File: src/logic/power_ctrl_pkg.sv
/*
 * Constants for the idle and economy power controller: register map,
 * field positions, reset values, divider encodings and cycle counts.
 * Assumes a single oscillator clock that also clocks the register bus.
 */
package power_ctrl_pkg;

   // ----------------------------------------------------------------
   // register map (byte addresses)
   // ----------------------------------------------------------------
   localparam logic [7:0] OFS_POWER_CONTROL = 8'h00;
   localparam logic [7:0] OFS_POWER_MODE = 8'h04;
   localparam logic [7:0] OFS_IRQ_STATUS = 8'h08;
   localparam logic [7:0] OFS_IRQ_MASK = 8'h0C;
   localparam logic [7:0] OFS_STATE = 8'h10;

   // ----------------------------------------------------------------
   // field positions
   // ----------------------------------------------------------------
   localparam int IDLE_BIT_POS = 0;
   localparam int CLOCK_DIV_LOW_POS = 6;
   localparam int CLOCK_DIV_HIGH_POS = 7;
   localparam int IRQ_WAKE_POS = 0;
   localparam int IRQ_RESET_EXIT_POS = 1;
   localparam int IRQ_RATE_POS = 2;
   localparam int IRQ_WIDTH = 3;

   // ----------------------------------------------------------------
   // divider encodings and reset values
   // ----------------------------------------------------------------
   localparam logic [1:0] DIV_RESERVED = 2'h0;
   localparam logic [1:0] DIV_BY_4 = 2'h1;
   localparam logic [1:0] DIV_BY_64 = 2'h2;
   localparam logic [1:0] DIV_BY_1024 = 2'h3;
   localparam logic [1:0] DIV_RESET = DIV_BY_4;
   localparam logic [IRQ_WIDTH-1:0] IRQ_RESET = 3'h0;

   // ----------------------------------------------------------------
   // cycle counts, in oscillator clocks or, where named MCYCLES, machine cycles; also the clock rate in MHz and counter widths
   // ----------------------------------------------------------------
   localparam int CLK_SYS_MHZ = 200;
   localparam int CLOCKS_RATE_4 = 4;
   localparam int CLOCKS_RATE_64 = 64;
   localparam int CLOCKS_RATE_1024 = 1024;
   localparam int EXT_RESET_MIN_MCYCLES = 2;
   localparam int RESET_HOLD_MCYCLES = 2;
   localparam int WDOG_RESET_CLOCKS = 512;
   localparam int DIV_CNT_W = 10;
   localparam int WDOG_CNT_W = 10;

   // run state, gray along run -> idle -> reset
   typedef enum logic [1:0] {
      ST_RUN = 2'b00,
      ST_IDLE = 2'b01,
      ST_RESET = 2'b11
   } power_state_t;

endpackage

File: src/logic/pin_sync.sv
/*
 * Two-flop synchroniser for a group of level inputs.
 * Assumes the inputs are asynchronous levels; the output is one clock domain.
 */
`timescale 1ns/1ps
`default_nettype none

module pin_sync #(
   parameter int WIDTH = 1
) (
   input wire logic clk_sys,
   input wire logic rst,
   input wire logic [WIDTH-1:0] asyncIn,
   output logic [WIDTH-1:0] syncOut
);

   logic [WIDTH-1:0] stage1;

   // first stage feeds only the second stage
   always_ff @(posedge clk_sys) begin
      if (rst) begin
         stage1 <= '0;
         syncOut <= '0;
      end else begin
         stage1 <= asyncIn;
         syncOut <= stage1;
      end
   end

endmodule

`default_nettype wire

File: src/logic/power_ctrl.sv
/*
 * Idle and economy power controller: machine-cycle divider, idle entry and
 * wake, reset sequencing from pin, power-on/fail and watchdog, APB registers.
 * Assumes the core pulses instrDone at the end of each instruction, and the
 * interrupt controller and watchdog run on clk_sys and give same-domain levels.
 */
// Overview of operation
// - writing 1 to the idle bit idles after the current instruction ends
// - idle stops the core clock, peripherals keep ticking, core state frozen
// - in idle address-latch and program-read strobes high, ports held
// - enabled interrupt in idle clears idle bit and starts the service routine
// - reset ends idle; pin must be high two machine cycles (8 clocks)
// - power-on/fail and watchdog resets also end idle
// - reset from idle loads PC zero, resets registers, runs at once
// - on reset exit from idle the following instruction is discarded
// - watchdog timeout wakes idle; reset follows 512 clocks unless cleared
// - machine cycle is 4 clocks by default, economy gives 4, 64 or 1024
// - in idle peripherals tick at clock/4, in economy at the core rate
// - divider field bits 7:6: 00 reserved, 01 /4, 10 /64, 11 /1024
// - a new rate takes effect one instruction cycle after its write
`timescale 1ns/1ps
`default_nettype none

module power_ctrl
   import power_ctrl_pkg::*;
(
   input wire logic clk_sys,
   input wire logic rst,
   // apb slave
   input wire logic psel,
   input wire logic penable,
   input wire logic pwrite,
   input wire logic [7:0] paddr,
   input wire logic [31:0] pwdata,
   output logic [31:0] prdata,
   output logic pready,
   output logic pslverr,
   // core and peripheral handshakes
   input wire logic instrDone,
   input wire logic intRequest,
   input wire logic wdogTimeout,
   input wire logic wdogClear,
   input wire logic wdogResetEnable,
   // asynchronous pins
   input wire logic resetPin,
   input wire logic powerFail,
   // outputs
   output logic coreTick,
   output logic periphTick,
   output logic strobeForceHigh,
   output logic portHold,
   output logic serviceStart,
   output logic coreReset,
   output logic discardNext,
   output logic irq
);
   import power_ctrl_pkg::*;

   // ----------------------------------------------------------------
   // state
   // ----------------------------------------------------------------
   typedef struct packed {
      power_state_t mode;
      logic idleBit;
      logic [1:0] divCode;
      logic [1:0] divPending;
      logic pendValid;
      logic [DIV_CNT_W-1:0] divCnt;
      logic [1:0] pinSamples;
      logic [1:0] holdCnt;
      logic fromIdle;
      logic wdogArmed;
      logic [WDOG_CNT_W-1:0] wdogCnt;
      logic [IRQ_WIDTH-1:0] status;
      logic [IRQ_WIDTH-1:0] mask;
      logic [31:0] rdata;
      logic serviceStart;
      logic discardNext;
   } ctrl_state_t;

   ctrl_state_t cur, next_cur;
   logic [1:0] pinsSync;
   logic resetSync, porSync;
   logic tick;
   logic [DIV_CNT_W-1:0] divLast;
   logic wrAcc, rdSetup, mapped;
   logic [IRQ_WIDTH-1:0] events;
   logic [1:0] wrDiv;
   logic resetCause;

   // ----------------------------------------------------------------
   // pin synchronisers
   // ----------------------------------------------------------------
   pin_sync #(
      .WIDTH(2)
   ) u_pin_sync (
      .clk_sys(clk_sys),
      .rst(rst),
      .asyncIn({powerFail, resetPin}),
      .syncOut(pinsSync)
   );

   assign resetSync = pinsSync[0];
   assign porSync = pinsSync[1];

   // ----------------------------------------------------------------
   // decode helpers
   // ----------------------------------------------------------------
   // machine-cycle length from the active code; idle and reset run at /4
   always_comb begin
      divLast = DIV_CNT_W'(CLOCKS_RATE_4 - 1);
      if (cur.mode == ST_RUN) begin
         case (cur.divCode)
            DIV_BY_64: divLast = DIV_CNT_W'(CLOCKS_RATE_64 - 1);
            DIV_BY_1024: divLast = DIV_CNT_W'(CLOCKS_RATE_1024 - 1);
            default: divLast = DIV_CNT_W'(CLOCKS_RATE_4 - 1);
         endcase
      end
   end

   // compare with >= so a switch to a shorter cycle ends a long count at once
   assign tick = (cur.divCnt >= divLast);
   assign mapped = (paddr == OFS_POWER_CONTROL) || (paddr == OFS_POWER_MODE)
      || (paddr == OFS_IRQ_STATUS) || (paddr == OFS_IRQ_MASK) || (paddr == OFS_STATE);
   assign wrAcc = psel && penable && pwrite && mapped;
   assign rdSetup = psel && !penable;
   assign wrDiv = {pwdata[CLOCK_DIV_HIGH_POS], pwdata[CLOCK_DIV_LOW_POS]};
   // any reset source: qualified pin, power-on/fail pin or watchdog countdown
   assign resetCause = (cur.pinSamples == 2'(EXT_RESET_MIN_MCYCLES - 1) && resetSync && tick)
      || porSync
      || (cur.wdogArmed && cur.wdogCnt == WDOG_CNT_W'(WDOG_RESET_CLOCKS - 1));

   // ----------------------------------------------------------------
   // next-state logic
   // ----------------------------------------------------------------
   always_comb begin
      next_cur = cur;
      events = '0;
      next_cur.serviceStart = 1'b0;
      next_cur.discardNext = 1'b0;

      // machine-cycle divider, always running on the oscillator
      next_cur.divCnt = tick ? '0 : cur.divCnt + DIV_CNT_W'(1);

      // a pin pulse shorter than one machine cycle is never taken as a reset
      // pin sampled once per machine cycle, two highs in a row needed
      if (tick) begin
         if (!resetSync)
            next_cur.pinSamples = '0;
         else if (cur.pinSamples != 2'(EXT_RESET_MIN_MCYCLES - 1))
            next_cur.pinSamples = cur.pinSamples + 2'h1;
      end

      // a second timeout while armed does not restart the countdown
      // watchdog reset countdown after a timeout, aborted by a clear
      if (wdogClear) begin
         next_cur.wdogArmed = 1'b0;
         next_cur.wdogCnt = '0;
      end else if (wdogTimeout && wdogResetEnable && !cur.wdogArmed) begin
         next_cur.wdogArmed = 1'b1;
         next_cur.wdogCnt = '0;
      end else if (cur.wdogArmed) begin
         next_cur.wdogCnt = cur.wdogCnt + WDOG_CNT_W'(1);
      end

      // register writes; unmapped addresses never reach here
      // read-only offsets fall to the default branch and change nothing
      if (wrAcc) begin
         case (paddr)
            OFS_POWER_CONTROL: begin
               if (pwdata[IDLE_BIT_POS])
                  next_cur.idleBit = 1'b1;
            end
            OFS_POWER_MODE: begin
               // reserved code and direct /64 <-> /1024 hops are dropped
               if (wrDiv != DIV_RESERVED
                   && !(wrDiv != DIV_BY_4 && cur.divCode != DIV_BY_4 && wrDiv != cur.divCode))
               begin
                  next_cur.divPending = wrDiv;
                  next_cur.pendValid = 1'b1;
               end
            end
            OFS_IRQ_MASK: next_cur.mask = pwdata[IRQ_WIDTH-1:0];
            default: ;
         endcase
      end

      // run / idle / reset sequencing
      case (cur.mode)
         ST_RUN: begin
            if (instrDone && cur.pendValid) begin
               next_cur.divCode = cur.divPending;
               next_cur.pendValid = 1'b0;
               events[IRQ_RATE_POS] = 1'b1;
            end
            if (instrDone && cur.idleBit)
               next_cur.mode = ST_IDLE;
         end
         ST_IDLE: begin
            if (intRequest || wdogTimeout) begin
               next_cur.idleBit = 1'b0;
               next_cur.mode = ST_RUN;
               next_cur.serviceStart = 1'b1;
               events[IRQ_WAKE_POS] = 1'b1;
            end
         end
         ST_RESET: begin
            // held while the pin stays high, then two more machine cycles
            if (resetSync || porSync)
               next_cur.holdCnt = '0;
            else if (tick && cur.holdCnt == 2'(RESET_HOLD_MCYCLES - 1)) begin
               next_cur.mode = ST_RUN;
               next_cur.discardNext = cur.fromIdle;
               if (cur.fromIdle)
                  events[IRQ_RESET_EXIT_POS] = 1'b1;
               next_cur.fromIdle = 1'b0;
            end else if (tick)
               next_cur.holdCnt = cur.holdCnt + 2'h1;
         end
         default: next_cur.mode = ST_RUN;
      endcase

      // any reset source ends idle and returns the idle bit and divider code to defaults, dropping a pending rate
      if (resetCause) begin
         next_cur.fromIdle = (cur.mode == ST_IDLE) || cur.fromIdle;
         next_cur.mode = ST_RESET;
         next_cur.idleBit = 1'b0;
         next_cur.divCode = DIV_RESET;
         next_cur.pendValid = 1'b0;
         next_cur.holdCnt = '0;
         next_cur.pinSamples = '0;
         next_cur.wdogArmed = 1'b0;
         next_cur.wdogCnt = '0;
         // a wake in the same cycle loses to the reset: no service start
         next_cur.serviceStart = 1'b0;
         events[IRQ_WAKE_POS] = 1'b0;
      end

      // sticky status: write one clears, a new event wins
      if (wrAcc && paddr == OFS_IRQ_STATUS)
         next_cur.status = cur.status & ~pwdata[IRQ_WIDTH-1:0];
      next_cur.status = next_cur.status | events;

      // read data captured in the setup phase
      if (rdSetup) begin
         next_cur.rdata = '0;
         case (paddr)
            OFS_POWER_CONTROL: next_cur.rdata[IDLE_BIT_POS] = cur.idleBit;
            OFS_POWER_MODE: begin
               next_cur.rdata[CLOCK_DIV_HIGH_POS] = cur.divCode[1];
               next_cur.rdata[CLOCK_DIV_LOW_POS] = cur.divCode[0];
            end
            OFS_IRQ_STATUS: next_cur.rdata[IRQ_WIDTH-1:0] = cur.status;
            OFS_IRQ_MASK: next_cur.rdata[IRQ_WIDTH-1:0] = cur.mask;
            OFS_STATE: next_cur.rdata[3:0] = {cur.pendValid, cur.mode, cur.wdogArmed};
            default: next_cur.rdata = '0;
         endcase
      end
   end

   // ----------------------------------------------------------------
   // state register
   // ----------------------------------------------------------------
   // synchronous reset to the power-up defaults, then the whole state at once
   always_ff @(posedge clk_sys) begin
      if (rst) begin
         cur <= '{mode: ST_RESET, idleBit: 1'b0, divCode: DIV_RESET,
            divPending: DIV_RESET, pendValid: 1'b0, divCnt: '0, pinSamples: '0,
            holdCnt: '0, fromIdle: 1'b0, wdogArmed: 1'b0, wdogCnt: '0,
            status: IRQ_RESET, mask: IRQ_RESET, rdata: '0, serviceStart: 1'b0,
            discardNext: 1'b0};
      end else begin
         cur <= next_cur;
      end
   end

   // ----------------------------------------------------------------
   // outputs
   // ----------------------------------------------------------------
   // bus answers with no wait states
   // read data comes from a flop loaded in setup, so it stands through access
   assign pready = 1'b1;
   assign pslverr = psel && penable && !mapped;
   assign prdata = cur.rdata;

   // core ticks only while running; peripherals tick always
   assign coreTick = tick && (cur.mode == ST_RUN);
   assign periphTick = tick;

   // pin behaviour while idle
   assign strobeForceHigh = (cur.mode == ST_IDLE);
   assign portHold = (cur.mode == ST_IDLE);

   // reset and wake indications
   assign coreReset = (cur.mode == ST_RESET);
   assign serviceStart = cur.serviceStart;
   assign discardNext = cur.discardNext;
   assign irq = |(cur.status & cur.mask);

endmodule

`default_nettype wire

File: config.mk
export PLATFORM = sky130hd
export DESIGN_NAME = power_ctrl
export DESIGN_NICKNAME = d
export VERILOG_FILES = /design/src/logic/power_ctrl_pkg.sv /design/src/logic/pin_sync.sv /design/src/logic/power_ctrl.sv
export SDC_FILE = /design/constraint.sdc
export NUM_CORES = 1
export LEC_CHECK = 0
export BUFFER_PORTS_ARGS = -buffer_cell sky130_fd_sc_hd__buf_2
export CORE_UTILIZATION = 45
export CTS_CLUSTER_SIZE = 40
export DETAILED_ROUTE_END_ITERATION = 12
export PLACE_DENSITY = 0.8
export SETUP_SLACK_MARGIN = 0.02
export SLEW_MARGIN = 20
export SYNTH_ARGS = -nofsm -noshare
export SYNTH_HDL_FRONTEND = slang
export SYNTH_HIERARCHICAL = 1
export SYNTH_SLANG_ARGS = --single-unit
File: constraint.sdc
create_clock -name clk_sys -period 2.6 [get_ports clk_sys]
set_input_delay 0.52 -clock clk_sys [delete_from_list [all_inputs] [get_ports clk_sys]]
set_output_delay 0.52 -clock clk_sys [all_outputs]
set_load 0.05 [all_outputs]
==> metrics <==
status finished, violations left; failing checks negative setup slack; Worst path slowest cell dfxtp_2; number of nets with antenna violations after routing 0; register area 0.00105 sq mm; Cells after Synth 337; die width 81.8 microns; gr usage total 19.9%; mapped cell area 0.00287 sq mm; first-pass GRT wire length 9.94 mm; type of the tightest min-delay check in -> reg; Vias/cell 5.26; die span in y 81.8 microns; worst-path fanout max 4; Post-DP HPWL ~4.4 mm; number of H-tree levels 2; critical path arrival 2.10 ns; Max Slew Vio Count 0; Pleak 1.38 nW; CP delay by family, top simple AND/OR/NAND/NOR gates; Layout fillers 541; Post-Place Setup Slack ~0.070 ns; drc violations 0; Fmax around 0.38 GHz; total placed cells including tap cells 444; TritonCTS Buffers 5; Top Ports 94; Setup crit start cur[72]$_SDFFE_PP1P_; starting DRC count in detailed routing 146; asr flop ratio synth 0%; area taken by multi-input logic gates 0.00171 sq mm; unrepaired setup endpoints after global routing true; end of the critical path coreTick; final global-route overflow total 0; Startpoint Class flop; register area share after synthesis 36.3%; Root Buffer clkbuf_8; post-layout total power about 1.8 mW; relative slew slack a little under three fifths; Post-Syn Area per Cell 8.51 sq um; Worst Tran Pin Value roughly 0.63 ns; initial antenna violation count 0; clock sink count 52; crit-path max cell delay between 0.3 and 0.4 ns; Vias 2430; CP Cell Sequence nor2_4 -> nand3_4 -> ha_4 -> a21oi_2 -> o21a_1 -> nand2_4 -> and2_4 -> buf_8; Worst Path Buf+Inv 1; CP required 2.08 ns; Worst VDD drop roughly 0.28 mV; Non-Filler Instances ~460; FF-to-FF path depth 12; CTS tree built; max-cap viol count 0; Pre-antenna DRT Iters 4; Routed WL 6.49 mm; Yosys cell types 50; vias in the first global route between 2000 and 2500; power per cell area ~530 mW/mm^2; commonest non-fill, non-tap cell in the layout dfxtp_1; Post-synth EDFFs 0; worst skew pair latency between 0.3 and 0.4 ns; Die ar. 0.00670 sq mm; largest net degree at the start of global routing 16; Routability Congestion 0.841; R2R setup slack between 0.1 and 0.15 ns; Warnings, synthesis 6; FP Rows 28; CTS max path bufs 2; Critical Path End Type output port; Levels on crit path 8; Worst R2R End cur[61]$_SDFF_PP0_; final worst-path cycle share 101%; Nets 450; FF-to-FF Start cur[72]$_SDFFE_PP1P_; dominant synthesized flop cell dfxtp_1; Starting Density 47.6%; clock-pin slew on the worst setup and hold paths 0.09 ns; final setup margin -0.0183 ns; Post-CTS Hold Buffers 0; synthesized flop and latch total 52; fin crit period 2.62 ns; IO Port Bufs 39; most frequent cells in the layout dfxtp_1 (48), nor2_1 (43), buf_2 (38); worst clock skew 0.00537 ns; ratio of cells with drive above 1 in the final layout 25.6%; CORE AREA roughly 0.0060 sq mm; detailed-route wire length per cell approximately 14 microns; Area growth syn-to-layout 17.3%; Crit Path Category reg -> out; Final Setup Violations 1; Antenna Cells 0; Final Hold Fails 0; final core area utilization between 50% and 60%
registers in the layout, indices dropped and copies added, names as in the netlist:
| register | count |
|---|---|
| cur | 40 |
| serviceStart | 1 |
| prdata | 6 |
| u_pin_sync/stage1 | 2 |
| u_pin_sync/syncOut | 2 |
| discardNext | 1 |
cells in the mapped netlist (6+ instances only):
library cell,number,area [sq um]
nand4_1,6,37.5
buf_4,35,263
nand3_1,18,90.1
inv_1,15,56.3
mux2i_1,11,110
nor2_1,44,165
ha_1,12,150
xor2_1,8,70.1
o21ai_0,12,60.1
nand2_1,25,93.8
a21oi_1,18,90.1
nor3_1,6,30.0
nor2b_1,9,56.3
xnor2_1,9,78.8
dfxtp_1,52,1040
where the power goes:
group / leakage [nW] / internal, mW / switching (mW)
clock network: 0.0552 / 0.286 / 0.259
registers: 0.420 / 0.820 / 0.0235
logic: 0.905 / 0.124 / 0.262
routing by layer:
metal  global-route usage [%]  share of wire, %  vias to the layer above
li1                         -                 -                     1194
met1                     23.6                42                     1133
met2                     33.6                49                       84
met3                     3.44               5.4                       19
met4                     11.4               3.5                        0
met5                        0                 0                        -
cell type report:
class | instances | area share, %
Multi-Input combinational cell | 253 | 50.8
Sequential cell | 52 | 31.1
Timing Repair Buffer | 58 | 10.3
Tap cell | 75 | 2.79
Clock buffer | 6 | 2.16
Inverter | 16 | 1.79
Clock inverter | 2 | 1.04
logic make-up (layout without fill, tap and decap cells):
logic type | after synthesis | count (layout) | share of synthesized area (%)
flops | 52 | 52 | 36.3
fa+ha+maj | 12 | 12 | 5.23
mux | 11 | 11 | 3.84
buf+inv | 57 | 82 | 12.6
simple gates | 132 | 132 | 23.9
other cells | 2 | 27 | 0.262
xor+xnor | 17 | 17 | 5.19
compound gates | 54 | 54 | 12.7
worst min path at each step:
stage                                     from                               end  slack [ns]  cells past startpoint
2_1_floorplan  u_pin_sync/stage1[0]$_SDFF_PP0_  u_pin_sync/syncOut[0]$_SDFF_PP0_        0.41                      1
3_3_place_gp   u_pin_sync/stage1[1]$_SDFF_PP0_  u_pin_sync/syncOut[1]$_SDFF_PP0_        0.42                      1
3_5_place_dp   u_pin_sync/stage1[1]$_SDFF_PP0_  u_pin_sync/syncOut[1]$_SDFF_PP0_        0.42                      1
4_1_cts                              wdogClear              cur[50]$_SDFFE_PP0P_        0.38                      2
5_1_grt                              wdogClear              cur[50]$_SDFFE_PP0P_        0.39                      2
6_report                             wdogClear              cur[50]$_SDFFE_PP0P_        0.38                      2
worst reg2reg max path: cells and delay by family, from the launching register on:
family,cells,cell delay (ns)
AO/OA/AOI/OAI,2,0.36
adder cells (fa/ha/maj),1,0.30
flip-flops,1,0.35
AND/OR/NAND/NOR,5,0.83
buffers and inverters,4,0.53
what timing repair did:
action,CTS,global route
setup buffers,7,3
endpoints found under the hold margin,0,0
endpoints found under the setup margin,2,12
gates resized for setup,25,3
pin swaps,6,6
stage by stage:
step,cell area [sq um],setup TNS [ns],hold WS (ns)
detailed placement,3020,0,0.423
floorplan,2970,0,0.414
global placement,3020,0,0.416
global route,3360,-0.137,0.385
finish,3360,-0.0183,0.385
CTS,3330,0,0.384
Note: power is estimated with default switching activity, not from simulation.
